File: src/hdl/oag_pkg.sv
// oag_pkg: shared constants and types for the operand address generator
// assumes one core clock; no software-visible registers
package oag_pkg;

  localparam int AW = 16;
  localparam int DW = 16;

  // addressing modes (table of eleven)
  typedef enum logic [3:0] {
    AM_REG_DIRECT = 4'h0,
    AM_REG_IND    = 4'h1,
    AM_DISP16     = 4'h2,
    AM_POST_INC   = 4'h3,
    AM_PRE_DEC    = 4'h4,
    AM_ABS8       = 4'h5,
    AM_ABS16      = 4'h6,
    AM_IMM8       = 4'h7,
    AM_IMM16      = 4'h8,
    AM_PC_REL     = 4'h9,
    AM_MEM_IND    = 4'hA
  } oag_mode_e;

  // instruction classes the checker needs
  typedef enum logic [4:0] {
    OP_BYTE_MOVE      = 5'h00,
    OP_WORD_MOVE      = 5'h01,
    OP_BYTE_ADD       = 5'h02,
    OP_WORD_ADD       = 5'h03,
    OP_BYTE_SUB       = 5'h04,
    OP_WORD_SUB       = 5'h05,
    OP_BYTE_COMPARE   = 5'h06,
    OP_WORD_COMPARE   = 5'h07,
    OP_ADD_EXTEND     = 5'h08,
    OP_SUB_EXTEND     = 5'h09,
    OP_ADD_SMALL      = 5'h0A,
    OP_SUB_SMALL      = 5'h0B,
    OP_UMUL           = 5'h0C,
    OP_UDIV           = 5'h0D,
    OP_AND            = 5'h0E,
    OP_OR             = 5'h0F,
    OP_XOR            = 5'h10,
    OP_OTHER_ALU      = 5'h11,
    OP_BIT_SET        = 5'h12,
    OP_BIT_CLEAR      = 5'h13,
    OP_BIT_INVERT     = 5'h14,
    OP_BIT_TEST       = 5'h15,
    OP_BIT_OTHER      = 5'h16,
    OP_JUMP           = 5'h17,
    OP_SUBR_CALL      = 5'h18,
    OP_BRANCH         = 5'h19,
    OP_REL_SUBR_CALL  = 5'h1A,
    OP_DEC_ADJ_ADD    = 5'h1B,
    OP_DEC_ADJ_SUB    = 5'h1C,
    OP_CCR_PUSH       = 5'h1D,
    OP_CCR_POP        = 5'h1E
  } oag_op_e;

  // fsm: idle, fetch indirect vector, done
  typedef enum logic [1:0] {
    ST_IDLE  = 2'b00,
    ST_VFECH = 2'b01,
    ST_DONE  = 2'b11
  } oag_state_e;

  localparam logic [7:0] ABS8_UPPER = 8'hFF;
  localparam logic [7:0] MIND_UPPER = 8'h00;
  localparam logic [AW-1:0] STEP_BYTE = 16'h0001;
  localparam logic [AW-1:0] STEP_WORD = 16'h0002;
  localparam logic [2:0] SP_INDEX = 3'h7;
  localparam logic [3:0] BCD_MAX_DIGIT = 4'h9;
  localparam logic [3:0] BCD_ADJ = 4'h6;
  localparam logic [3:0] BCD_ADJ_NEG = 4'hA;
  localparam logic [7:0] BCD_HI_ADJ = 8'h60;
  localparam logic [7:0] BCD_HI_ADJ_NEG = 8'hA0;
  localparam logic [7:0] BCD_HI_MAX = 8'h99;
  localparam int BITNUM_W = 3;

endpackage

File: src/hdl/oag_top.sv
// oag_top: operand address generator for an 8/16-bit core
// assumes instruction fields arrive decoded from fetch; memory answers
// a read with rd_valid_i on the same clock domain
//
// Overview of operation
// - word data accesses force address bit 0 to zero.
// - fetch addresses and branch targets are also forced even.
// - condition codes pushed into both bytes; restore uses upper byte only.
// - post-increment uses register then add_small_word 1 byte or 2 word.
// - pre-decrement subtracts 1 or 2, uses and keeps the result.
// - displacement mode add_small_word 16-bit second word to the register.
// - displacement only for moves; software keeps word addresses even.
// - post-increment for loads, pre-decrement for stores.
// - 8-bit absolute address gets upper byte all ones.
// - memory indirect zero-extends and fetches target word there.
// - relative branch sign-extends byte 2 and add_small_word to program counter.
// - 8-bit immediate in byte 2, 16-bit in bytes 3-4, word move only.
// - add/subtract small carry implied immediate 1 or 2.
// - bit number is a 3-bit field in byte 2 or byte 4.
// - bit ops use direct, indirect or absolute; some take register bit number.
// - word operands only for the listed word instructions.
// - decimal adjust after add or subtract on packed bcd bytes.
// - packed bcd has upper digit in 7:4, lower in 3:0.
// - transfers allow all but relative and indirect; alu uses register direct. code also rejects 8-bit absolute for word moves.
// - immediate also for byte add, extend ops, byte compare, and/or/xor.
// - register seven is the stack pointer for calls and exceptions. code uses it only for ccr push and pop.
`timescale 1ns/1ps
module oag_top import oag_pkg::*; (
  // clock and reset
  input wire logic clock_i,
  input wire logic reset_i,
  // decoded instruction
  input wire logic req_i,
  input wire oag_op_e op_i,
  input wire oag_mode_e mode_i,
  input wire logic word_i,
  input wire logic [2:0] reg_sel_i,
  input wire logic [15:0] ext_word_i,
  input wire logic [7:0] byte2_i,
  input wire logic [7:0] byte4_i,
  input wire logic bitnum_hi_i,
  input wire logic bitnum_reg_i,
  input wire logic small_two_i,
  input wire logic [AW-1:0] pc_i,
  // register file
  input wire logic [AW-1:0] reg_val_i,
  input wire logic [7:0] bit_reg_i,
  input wire logic [7:0] ccr_i,
  input wire logic [DW-1:0] wdata_i,
  // bcd adjust operand
  input wire logic [7:0] bcd_val_i,
  input wire logic bcd_carry_i,
  input wire logic bcd_half_i,
  // memory read answer
  input wire logic rd_valid_i,
  input wire logic [DW-1:0] rd_data_i,
  // memory request
  output logic mem_req_o,
  output logic mem_we_o,
  output logic mem_word_o,
  output logic [AW-1:0] mem_addr_o,
  output logic [DW-1:0] mem_wdata_o,
  // results
  output logic done_o,
  output logic illegal_o,
  output logic [AW-1:0] ea_o,
  output logic [AW-1:0] target_o,
  output logic target_valid_o,
  output logic [AW-1:0] fetch_addr_o,
  output logic reg_wr_o,
  output logic [2:0] reg_wr_sel_o,
  output logic [AW-1:0] reg_wr_val_o,
  output logic [15:0] imm_o,
  output logic [BITNUM_W-1:0] bitnum_o,
  output logic [7:0] ccr_restore_o,
  output logic [7:0] bcd_res_o,
  output logic bcd_carry_o
);

  typedef struct packed {
    oag_state_e st;
    logic mem_req;
    logic mem_we;
    logic mem_word;
    logic [AW-1:0] mem_addr;
    logic [DW-1:0] mem_wdata;
    logic done;
    logic illegal;
    logic [AW-1:0] ea;
    logic [AW-1:0] target;
    logic target_valid;
    logic [AW-1:0] fetch_addr;
    logic reg_wr;
    logic [2:0] reg_wr_sel;
    logic [AW-1:0] reg_wr_val;
    logic [15:0] imm;
    logic [BITNUM_W-1:0] bitnum;
    logic [7:0] ccr_restore;
    logic [7:0] bcd_res;
    logic bcd_carry;
    logic pend_pop;
  } oag_state_s;

  oag_state_s s_r;
  oag_state_s s_nxt;

  logic [AW-1:0] calc_ea;
  logic [AW-1:0] calc_reg;
  logic calc_wr;
  logic [7:0] adj_res;
  logic adj_carry;
  oag_mode_e eff_mode;
  logic eff_word;

  // word operand classes
  function automatic logic is_word_op(input oag_op_e op);
    is_word_op = (op == OP_WORD_MOVE) || (op == OP_WORD_ADD) || (op == OP_WORD_SUB)
      || (op == OP_WORD_COMPARE) || (op == OP_ADD_SMALL) || (op == OP_SUB_SMALL)
      || (op == OP_UMUL) || (op == OP_UDIV) || (op == OP_CCR_PUSH) || (op == OP_CCR_POP);
  endfunction

  function automatic logic is_bit_op(input oag_op_e op);
    is_bit_op = (op == OP_BIT_SET) || (op == OP_BIT_CLEAR) || (op == OP_BIT_INVERT)
      || (op == OP_BIT_TEST) || (op == OP_BIT_OTHER);
  endfunction

  function automatic logic is_move(input oag_op_e op);
    is_move = (op == OP_BYTE_MOVE) || (op == OP_WORD_MOVE);
  endfunction

  // legality of a mode for a class
  function automatic logic mode_ok(input oag_op_e op, input oag_mode_e m, input logic w);
    mode_ok = 1'b0;
    if (is_move(op)) begin
      // transfers: all but relative and indirect, and no 8-bit absolute for words or 16-bit immediate for bytes
      mode_ok = (m != AM_PC_REL) && (m != AM_MEM_IND);
      if (m == AM_ABS8 && w) mode_ok = 1'b0;
      if (m == AM_IMM16 && !w) mode_ok = 1'b0;
    end else if (is_bit_op(op)) begin
      mode_ok = (m == AM_REG_DIRECT) || (m == AM_REG_IND) || (m == AM_ABS8) || (m == AM_ABS16);
    end else if (op == OP_JUMP || op == OP_SUBR_CALL) begin
      mode_ok = (m == AM_REG_IND) || (m == AM_ABS16) || (m == AM_MEM_IND);
    end else if (op == OP_BRANCH || op == OP_REL_SUBR_CALL) begin
      mode_ok = (m == AM_PC_REL);
    end else if (op == OP_CCR_PUSH) begin
      mode_ok = (m == AM_PRE_DEC);
    end else if (op == OP_CCR_POP) begin
      mode_ok = (m == AM_POST_INC);
    end else if (op == OP_BYTE_ADD || op == OP_ADD_EXTEND || op == OP_SUB_EXTEND
      || op == OP_BYTE_COMPARE || op == OP_AND || op == OP_OR || op == OP_XOR) begin
      mode_ok = (m == AM_REG_DIRECT) || (m == AM_IMM8);
    end else begin
      mode_ok = (m == AM_REG_DIRECT);
    end
  endfunction

  // stack pushes and pops go through register seven
  always_comb begin
    eff_mode = mode_i;
    if (op_i == OP_CCR_PUSH) eff_mode = AM_PRE_DEC;
    if (op_i == OP_CCR_POP) eff_mode = AM_POST_INC;
  end

  // word size only for the listed classes
  assign eff_word = is_word_op(op_i) && (is_move(op_i) ? word_i : 1'b1);

  oag_addr_calc u_calc (
    .mode_i(eff_mode),
    .word_i(eff_word),
    .reg_val_i(reg_val_i),
    .pc_i(pc_i),
    .ext_word_i(ext_word_i),
    .byte2_i(byte2_i),
    .ea_o(calc_ea),
    .reg_new_o(calc_reg),
    .reg_wr_o(calc_wr)
  );

  oag_bcd_adj u_bcd (
    .val_i(bcd_val_i),
    .sub_i(op_i == OP_DEC_ADJ_SUB),
    .carry_i(bcd_carry_i),
    .half_i(bcd_half_i),
    .res_o(adj_res),
    .carry_o(adj_carry)
  );

  always_comb begin
    logic legal;
    logic is_store;
    legal = 1'b0;
    is_store = 1'b0;
    s_nxt = s_r;
    s_nxt.done = 1'b0;
    s_nxt.mem_req = 1'b0;
    s_nxt.target_valid = 1'b0;
    s_nxt.reg_wr = 1'b0;
    case (s_r.st)
      ST_IDLE: begin
        if (req_i) begin
          legal = mode_ok(op_i, eff_mode, eff_word);
          // loads read into a register, stores write from one
          is_store = (eff_mode == AM_PRE_DEC);
          s_nxt.illegal = !legal;
          s_nxt.ea = calc_ea;
          s_nxt.mem_word = eff_word;
          s_nxt.mem_wdata = wdata_i; // upper byte at even address
          s_nxt.imm = 16'h0000;
          s_nxt.pend_pop = 1'b0;
          if (mode_i == AM_IMM8) s_nxt.imm = {8'h00, byte2_i};
          if (mode_i == AM_IMM16) s_nxt.imm = ext_word_i;
          if (op_i == OP_ADD_SMALL || op_i == OP_SUB_SMALL) begin
            s_nxt.imm = small_two_i ? STEP_WORD : STEP_BYTE;
          end
          s_nxt.bitnum = bitnum_reg_i ? bit_reg_i[BITNUM_W-1:0]
            : (bitnum_hi_i ? byte4_i[BITNUM_W-1:0] : byte2_i[BITNUM_W-1:0]);
          if (op_i == OP_DEC_ADJ_ADD || op_i == OP_DEC_ADJ_SUB) begin
            s_nxt.bcd_res = adj_res;
            s_nxt.bcd_carry = adj_carry;
          end
          s_nxt.fetch_addr = {pc_i[AW-1:1], 1'b0};
          if (!legal) begin
            s_nxt.st = ST_DONE;
          end else if (op_i == OP_CCR_PUSH) begin
            s_nxt.mem_req = 1'b1;
            s_nxt.mem_we = 1'b1;
            s_nxt.mem_addr = calc_ea;
            s_nxt.mem_wdata = {ccr_i, ccr_i};
            s_nxt.reg_wr = 1'b1;
            s_nxt.reg_wr_sel = SP_INDEX;
            s_nxt.reg_wr_val = calc_reg;
            s_nxt.st = ST_DONE;
          end else if (op_i == OP_CCR_POP) begin
            s_nxt.mem_req = 1'b1;
            s_nxt.mem_we = 1'b0;
            s_nxt.mem_addr = calc_ea;
            s_nxt.reg_wr = 1'b1;
            s_nxt.reg_wr_sel = SP_INDEX;
            s_nxt.reg_wr_val = calc_reg;
            s_nxt.pend_pop = 1'b1;
            s_nxt.st = ST_VFECH;
          end else if (eff_mode == AM_MEM_IND) begin
            s_nxt.mem_req = 1'b1;
            s_nxt.mem_we = 1'b0;
            s_nxt.mem_word = 1'b1;
            s_nxt.mem_addr = calc_ea;
            s_nxt.st = ST_VFECH;
          end else begin
            if (op_i == OP_BRANCH || op_i == OP_REL_SUBR_CALL || op_i == OP_JUMP
              || op_i == OP_SUBR_CALL) begin
              s_nxt.target = {calc_ea[AW-1:1], 1'b0};
              s_nxt.target_valid = 1'b1;
            end else if (eff_mode inside {[AM_REG_IND:AM_ABS16]}) begin
              s_nxt.mem_req = 1'b1;
              s_nxt.mem_we = is_store;
              s_nxt.mem_addr = calc_ea;
            end
            if (calc_wr) begin
              s_nxt.reg_wr = 1'b1;
              s_nxt.reg_wr_sel = reg_sel_i;
              s_nxt.reg_wr_val = calc_reg;
            end
            s_nxt.st = ST_DONE;
          end
        end
      end
      ST_VFECH: begin
        if (rd_valid_i) begin
          if (s_r.pend_pop) begin
            s_nxt.ccr_restore = rd_data_i[15:8]; // lower byte ignored
          end else begin
            s_nxt.target = {rd_data_i[AW-1:1], 1'b0};
            s_nxt.target_valid = 1'b1;
          end
          s_nxt.st = ST_DONE;
        end
      end
      ST_DONE: begin
        s_nxt.done = 1'b1;
        s_nxt.st = ST_IDLE;
      end
      default: s_nxt.st = ST_IDLE;
    endcase
  end

  always_ff @(posedge clock_i or posedge reset_i) begin
    if (reset_i) begin
      s_r <= '0;
    end else begin
      s_r <= s_nxt;
    end
  end

  assign mem_req_o = s_r.mem_req;
  assign mem_we_o = s_r.mem_we;
  assign mem_word_o = s_r.mem_word;
  assign mem_addr_o = s_r.mem_addr;
  assign mem_wdata_o = s_r.mem_wdata;
  assign done_o = s_r.done;
  assign illegal_o = s_r.illegal;
  assign ea_o = s_r.ea;
  assign target_o = s_r.target;
  assign target_valid_o = s_r.target_valid;
  assign fetch_addr_o = s_r.fetch_addr;
  assign reg_wr_o = s_r.reg_wr;
  assign reg_wr_sel_o = s_r.reg_wr_sel;
  assign reg_wr_val_o = s_r.reg_wr_val;
  assign imm_o = s_r.imm;
  assign bitnum_o = s_r.bitnum;
  assign ccr_restore_o = s_r.ccr_restore;
  assign bcd_res_o = s_r.bcd_res;
  assign bcd_carry_o = s_r.bcd_carry;

endmodule // oag_top

File: src/hdl/oag_addr_calc.sv
// oag_addr_calc: combinational effective address and register update
// assumes register value and instruction fields are stable for the cycle
`timescale 1ns/1ps
module oag_addr_calc import oag_pkg::*; (
  // request
  input wire oag_mode_e mode_i,
  input wire logic word_i,
  input wire logic [AW-1:0] reg_val_i,
  input wire logic [AW-1:0] pc_i,
  input wire logic [15:0] ext_word_i,
  input wire logic [7:0] byte2_i,
  // result
  output logic [AW-1:0] ea_o,
  output logic [AW-1:0] reg_new_o,
  output logic reg_wr_o
);

  logic [AW-1:0] step;
  logic [AW-1:0] raw;

  always_comb begin
    step = word_i ? STEP_WORD : STEP_BYTE;
    reg_new_o = reg_val_i;
    reg_wr_o = 1'b0;
    case (mode_i)
      AM_REG_IND: raw = reg_val_i;
      AM_DISP16: raw = reg_val_i + ext_word_i;
      AM_POST_INC: begin
        raw = reg_val_i;
        reg_new_o = reg_val_i + step;
        reg_wr_o = 1'b1;
      end
      AM_PRE_DEC: begin
        raw = reg_val_i - step;
        reg_new_o = reg_val_i - step;
        reg_wr_o = 1'b1;
      end
      AM_ABS8: raw = {ABS8_UPPER, byte2_i};
      AM_ABS16: raw = ext_word_i;
      AM_PC_REL: raw = pc_i + {{8{byte2_i[7]}}, byte2_i};
      AM_MEM_IND: raw = {MIND_UPPER, byte2_i};
      default: raw = reg_val_i;
    endcase
    // word accesses, relative branch targets and memory indirect pointers are even
    ea_o = (word_i || mode_i == AM_PC_REL || mode_i == AM_MEM_IND) ? {raw[AW-1:1], 1'b0} : raw;
  end

endmodule // oag_addr_calc

File: src/hdl/oag_bcd_adj.sv
// oag_bcd_adj: packed bcd decimal adjust for add and subtract
// assumes carry and half-carry come from the preceding byte operation
`timescale 1ns/1ps
module oag_bcd_adj import oag_pkg::*; (
  // operand
  input wire logic [7:0] val_i,
  input wire logic sub_i,
  input wire logic carry_i,
  input wire logic half_i,
  // result
  output logic [7:0] res_o,
  output logic carry_o
);

  logic lo_fix;
  logic hi_fix;
  logic [7:0] adj;

  // upper digit bits 7:4, lower digit bits 3:0
  always_comb begin
    lo_fix = half_i || (!sub_i && (val_i[3:0] > BCD_MAX_DIGIT));
    hi_fix = carry_i || (!sub_i && (val_i > BCD_HI_MAX));
    adj = 8'h00;
    if (sub_i) begin
      if (lo_fix) adj[3:0] = BCD_ADJ_NEG;
      if (hi_fix) adj = adj + (lo_fix ? 8'h90 : BCD_HI_ADJ_NEG);
      if (lo_fix && !hi_fix) adj[7:4] = 4'hF;
    end else begin
      if (lo_fix) adj[3:0] = BCD_ADJ;
      if (hi_fix) adj[7:4] = BCD_HI_ADJ[7:4];
    end
    res_o = val_i + adj;
    carry_o = hi_fix;
  end

endmodule // oag_bcd_adj

File: config.mk
export PLATFORM = sky130hd
export DESIGN_NAME = oag_top
export DESIGN_NICKNAME = d
export VERILOG_FILES = /design/src/hdl/oag_pkg.sv /design/src/hdl/oag_top.sv /design/src/hdl/oag_addr_calc.sv /design/src/hdl/oag_bcd_adj.sv
export SDC_FILE = /design/constraint.sdc
export NUM_CORES = 1
export LEC_CHECK = 0
export ABC_AREA = 0
export BUFFER_PORTS_ARGS = -buffer_cell sky130_fd_sc_hd__buf_2
export CAP_MARGIN = 20
export CORE_ASPECT_RATIO = 0.5
export CORE_MARGIN = 4
export CORE_UTILIZATION = 40
export CTS_CLUSTER_DIAMETER = 50
export DETAILED_ROUTE_END_ITERATION = 10
export MAX_ROUTING_LAYER = met4
export PLACE_DENSITY_LB_ADDON = 0.2
export RECOVER_POWER = 25
export SLEW_MARGIN = 25
export SYNTH_ARGS = -nofsm -noshare
export SYNTH_HDL_FRONTEND = slang
export SYNTH_SLANG_ARGS = --single-unit
File: constraint.sdc
create_clock -name clock_i -period 4.6 [get_ports clock_i]
set_input_delay 0.23 -clock clock_i [delete_from_list [all_inputs] [get_ports clock_i]]
set_output_delay 0.23 -clock clock_i [all_outputs]
set_load 0.1 [all_outputs]
After elaboration in Yosys (flattened, before gate mapping)
Index checks and enable logic that the tools add are counted.
Widths: inputs -> output; s select.
{"block": "totals", "reg_bits": 144, "in_bits": 142, "output_inout_bits": 142, "word_cells": 219}
{"block": "classes", "n_addsub": 6, "order_cmp": 4, "n_eq_ne": 54, "n_mux": 72, "n_reduce_logical": 62}
{"cell": "$mux 16", "n": 8}
{"cell": "$mux 17", "n": 7}
{"cell": "$mux 20", "n": 5}
{"cell": "$pmux 16 s6", "n": 1}
{"cell": "$mux 72", "n": 1}
{"cell": "$eq 5x5->1 const B", "n": 14}
{"cell": "$mux 35", "n": 2}
{"cell": "$add 16x16->16", "n": 3}
{"cell": "$eq 5x4->1 const B", "n": 8}
{"cell": "$mux 39", "n": 1}
{"cell": "$mux 37", "n": 1}
{"cell": "$logic_or 1x1->1", "n": 36}
{"cell": "$pmux 17 s2", "n": 1}
{"cell": "$mux 4", "n": 8}
{"cell": "$pmux 16 s2", "n": 1}
{"cell": "$mux 8", "n": 3}
{"cell": "$mux 1", "n": 21}
{"cell": "$eq 4x3->1 const B", "n": 5}
{"cell": "$eq 4x4->1 const B", "n": 4}
{"cell": "$ne 2x2->1 const B", "n": 8}
{"cell": "$sub 16x16->16", "n": 1}
{"cell": "$eq 5x3->1 const B", "n": 3}
{"cell": "$mux 2", "n": 6}
{"cell": "$mux 3", "n": 4}
{"cell": "29 further kinds", "n": 46}

Depth between registers and ports, before layout
{"block": "depth", "word_depth": 23, "ltp_mapped": 16, "mapped_depth_nobuf": 14}

Cells and area by module
Synthesis repeated with hierarchy kept, for this count alone.
{"block": "unflattened", "hier_cells": 1136, "area_unflattened_um2": 10633.9}
{"mod": "oag_top", "n_inst": 1, "cells_each": 634, "area_each_um2": 7303.3, "seq_area_each_um2": 3578.4}
{"mod": "oag_addr_calc", "n_inst": 1, "cells_each": 457, "area_each_um2": 2991.6, "seq_area_each_um2": 0.0}
{"mod": "oag_bcd_adj", "n_inst": 1, "cells_each": 45, "area_each_um2": 339.1, "seq_area_each_um2": 0.0}

Worst setup path after synthesis
OpenSTA, ideal clock, no wires.
{"block": "synth_timing", "path_type": "input to register", "start": "in op_i[1]", "end": "reg s_r (netlist bit target_o[14])", "arrival_ps": 3435, "t_required_ps": 4474, "path_slack_ps": 1038, "path_stages": 15, "path_buffers": 1, "path_cell_list": "buf_4 -> nor2b_1 -> a21boi_1 -> nor4_4 -> ha_1 -> inv_1 -> fa_1 -> nor3_1 -> nand4_1 -> xor2_1 -> nor2_1 -> a2111oi_0 -> mux2_2 -> o22ai_1 -> a221o_1"}
{"block": "synth_between", "elab_chain_cells": 21, "elab_cells_between_ends": 105}
{"item": "from (decl)", "line": "oag_top.sv:34", "text": "input wire oag_op_e op_i,"}
{"item": "$eq 5x1->1 / $eq 5x2->1 (equally long branches)", "line": "oag_top.sv:117, oag_top.sv:128"}
{"item": "$logic_or 1x1->1 (2 in series)", "line": "oag_top.sv:117", "text": "is_word_op = (op == OP_WORD_MOVE) || (op == OP_WORD_ADD) || (op == OP_WORD_SUB)"}
{"item": "$logic_or 1x1->1 (3 in series)", "line": "oag_top.sv:118", "text": "|| (op == OP_WORD_COMPARE) || (op == OP_ADD_SMALL) || (op == OP_SUB_SMALL)"}
{"item": "$logic_or 1x1->1 (4 in series)", "line": "oag_top.sv:119", "text": "|| (op == OP_UMUL) || (op == OP_UDIV) || (op == OP_CCR_PUSH) || (op == OP_CCR_POP);"}
{"item": "$logic_and 1x1->1", "line": "oag_top.sv:165", "text": "assign eff_word = is_word_op(op_i) && (is_move(op_i) ? word_i : 1'b1);"}
{"item": "$mux 2", "line": "oag_addr_calc.sv:22", "text": "step = word_i ? STEP_WORD : STEP_BYTE;"}
{"item": "$sub 16x16->16", "line": "oag_addr_calc.sv:34", "text": "raw = reg_val_i - step;"}
{"item": "$pmux 16 s6", "line": "oag_addr_calc.sv:25", "text": "case (mode_i)"}
{"item": "$mux 17", "line": "oag_top.sv:249", "text": "if (op_i == OP_BRANCH || op_i == OP_REL_SUBR_CALL || op_i == OP_JUMP"}
{"item": "$mux 17", "line": "oag_top.sv:242", "text": "end else if (eff_mode == AM_MEM_IND) begin"}
{"item": "$mux 17", "line": "oag_top.sv:233", "text": "end else if (op_i == OP_CCR_POP) begin"}
{"item": "$mux 17", "line": "oag_top.sv:224", "text": "end else if (op_i == OP_CCR_PUSH) begin"}
{"item": "$mux 17", "line": "oag_top.sv:222", "text": "if (!legal) begin"}
{"item": "$mux 72", "line": "oag_top.sv:200", "text": "if (req_i) begin"}
{"item": "$pmux 17 s2", "line": "oag_top.sv:198", "text": "case (s_r.st)"}
{"item": "to (signal assigned)", "line": "oag_top.sv:290", "text": "s_r <= s_nxt;"}
{"item": "to (decl)", "line": "oag_top.sv:104", "text": "oag_state_s s_r;"}
Parallel ways exist; a longest one is shown, timed or not. The select of a mux whose other input is x is not followed.
A chain may end at the register's enable or synchronous reset.

Worst setup path after layout
{"block": "layout_timing", "start": "in op_i[0]", "end": "reg s_r (netlist bit target_o[14])"}
Same word-level chain as after synthesis.

==> impl_metrics.yaml <==
route:
  postRouteAntennaNets: 0
  drc_errors: 0
  detail_route.wl_per_cell_um: 19.3
  drt_iter0_drc: 664
  drt-total-wl_um: 32000
  vias: 9100
  avgViaCountPerCell: 5.48
  dr.pass1.iters: 6
critical_path:
  r2r_start: "s_r[143]"
  path_delay_family: "compound AO/OA/AOI/OAI gates"
  crit_start: "op_i[0]"
  r2r_slack_ps: 2240
  r2r_cells: 5
  cp.arrival_ps: 4030
  cp-start-kind: "input port"
  cp_num_buf_inv: 4
  slowest_delay_ps: 450
  cp_slowest_cell: "a211oi_1"
  cp.depth: 15
  critPathCaptureType: "flip-flop"
  path_cells: "buf_2 > inv_2 > a211oi_1 > nor4_4 > buf_4 > fa_1 > nor3_1 > nand4_1 > xor2_1 > nor2_1 > a2111oi_0 > mux2_2 > o22ai_1 > buf_4 > a221o_1"
  crit_required_ps: 4920
  crit_type: "input port to flip-flop"
  crit_fanout: 18
  cp_common_cell: "buf_4"
  worst_r2r_endpoint: "mem_addr_o[4]"
  endpoint: "target_o[14]"
floorplanning:
  dieArea_um2: 28900
  io_pins: 284
  dieWidth_um: 236
  start_util: 0.410
  core_area_um2: 25400
  die_h_um: 122
  rows: 41
clocking:
  insertion_delay_ps: 440
  root_buffer: "clkbuf_16"
  post_cts_buffers: 0
  clk_path_buf_depth: 2
  hold_buffers: 14
  cts_resized: 0
  clk_pin_slew_ps: 70
  cts.sinks: 143
  cts_tree: "yes"
  numCtsBuffers: 17
  h-tree-depth: 4
place:
  hpwl_um: 24900
  port_buffers: 270
  gp_congestion: 0.899
  dp_slack_ps: 488
synthesis:
  synth_flop_cell: "dfrtp_1"
  avgSynthCellArea_um2: 8.92
  synthDistinctLibCells: 90
  synthesis.area_um2: 10400
  synth_edf_count: 0
  synth_seq_area_share: 0.343
  synth-seq-cells: 143
  async_flop_share: 1.00
  syn_inst: 1170
  yosys_warnings: 0
sta:
  hold_viol: 0
  slew_violations: 111
  skew_ps: 9.07
  slew-limit-headroom: -0.628
  worst_pin_slew_ps: 2440
  clock.fmax_mhz: 270
  period_minus_slack_ps: 3700
  setup_violations: 0
  hold_slack_ps: 27.9
  min_period_over_period: 0.805
  fin_ws_ps: 896
  final.setup.tns_ps: 0
  rsz0062_at_grt: "false"
global_route:
  overflow: 0
  use_met1: 0.294
  antenna_found_initial: 2
  grt_pass1_wl_um: 49600
  busiest_layer: "met2"
  grt_pass1_vias: 8864
  grt_usage: 0.225
  met2_usage: 0.363
  met3_usage: 0.0442
  grt_max_degree: 111
finish:
  final_common_cell: "buf_2"
  mostFrequentLayoutCells: "buf_2, nand2_1, dfrtp_1, nor2_1, a21oi_1"
  drive_gt1_frac: 0.286
  layout.nets: 1493
  area_growth_syn_to_layout_pct: 13.3
  nFillCells: 2506
status:
  violations: "capacitance limit, slew limit"
  outcome: "finished with violations"
min_path:
  holdCritPathClass: "input port to flip-flop"
power:
  powerDensity_nw_per_um2: 773
  power_leakage_nw: 5.83
  ir_drop_v: 0.000380
run:
  maxCapViolCount: 1
## cells in the mapped netlist, drive strengths merged (7+ instances only)
cell | count | area share
xor2 | 24 | 0.020
inv | 50 | 0.018
o211ai | 8 | 0.0058
nor2b | 9 | 0.0054
buf | 155 | 0.11
a221oi | 13 | 0.013
a211oi | 13 | 0.0098
mux2 | 42 | 0.046
nor4 | 9 | 0.0068
nand2b | 15 | 0.0090
and3 | 19 | 0.011
mux2i | 13 | 0.012
a211o | 7 | 0.0059
o21ai | 49 | 0.023
a21o | 17 | 0.012
nand2 | 155 | 0.056
nand3 | 18 | 0.011
a22o | 9 | 0.0076
clkbuf | 36 | 0.013
o221ai | 16 | 0.016
dfrtp | 143 | 0.34
a22oi | 9 | 0.0065
o21a | 9 | 0.0065
nor2 | 68 | 0.025
a31oi | 29 | 0.017
o22ai | 9 | 0.0054
xnor2 | 20 | 0.017
a21oi | 55 | 0.027
nor3 | 19 | 0.0096
ha | 43 | 0.052
## kinds of logic (layout without fill, tap and decap cells)
kind of cell             after synthesis  in the layout  share of synthesized area
adder cells (fa/ha/maj)               48             48                     0.0611
AO/OA/AOI/OAI                        293            293                      0.200
flip-flops                           143            143                      0.343
XOR/XNOR                              44             44                     0.0376
AND/OR/NAND/NOR                      345            345                      0.160
buffers and inverters                241            386                      0.141
multiplexers                          55             55                     0.0581
other                                  1              4                   0.000359
## worst min-delay path: cells and delay by family
family | cells | cell delay (ps)
compound gates | 1 | 50
buf+inv | 1 | 90
simple gates | 1 | 50
## routing by layer
layer / routed length (um) / vias up / part of all wire
li1: - / 4320 / -
met1: 14400 / 4491 / 0.45
met2: 15300 / 257 / 0.48
met3: 1760 / 32 / 0.055
met4: 583 / 0 / 0.018
met5: 0 / - / 0
## how the worst min path moves through the flow
stage / start / endpoint / slack, ps / depth (start not counted)
after detailed placement: rd_data_i[3] / target_o[3] / 450 / 3
after floorplan: pc_i[10] / fetch_addr_o[10] / 340 / 2
final: rd_data_i[7] / target_o[7] / 30 / 3
after global routing: bcd_val_i[0] / bcd_res_o[0] / 10 / 2
after global placement: rd_data_i[3] / target_o[3] / 440 / 3
after CTS: rd_data_i[7] / target_o[7] / 0.7 / 3
## cell type report
class | count | area, um^2 | share of cell area
diodes | 2 | 5.00 | 0.000423
clock buffers | 19 | 443 | 0.0374
clock inverters | 13 | 126 | 0.0107
multi-input cells | 787 | 5410 | 0.458
well taps | 344 | 430 | 0.0364
inverters | 50 | 191 | 0.0162
flip-flops and latches | 143 | 3580 | 0.302
repair buffers | 304 | 1640 | 0.139
## registers in the layout (all words and copies together), names as in the netlist, 3 cells and up
register	flops
fetch_addr_o	15
reg_wr_val_o	16
ea_o	16
mem_wdata_o	16
bitnum_o	3
reg_wr_sel_o	3
s_r	3
mem_addr_o	16
ccr_restore_o	8
bcd_res_o	8
target_o	15
imm_o	16
## where the power goes
group	total [mW]	switching, mW	internal, mW
sequential	2.05	0.278	1.78
combinational	5.73	4.81	0.918
clock	1.36	0.593	0.768
## stage by stage
stage / util / total power [mW] / instances / area (um^2)
finish: 0.465 / 9.15 / 1662 / 11800
global route: 0.465 / 9.52 / 1662 / 11800
CTS: 0.464 / 9.21 / 1659 / 11800
detailed placement: 0.437 / 7.81 / 1613 / 11100
global placement: 0.436 / 7.75 / 1613 / 11100
floorplan: - / 7.52 / 1171 / 10400
Power figures use the tool's default switching activity.
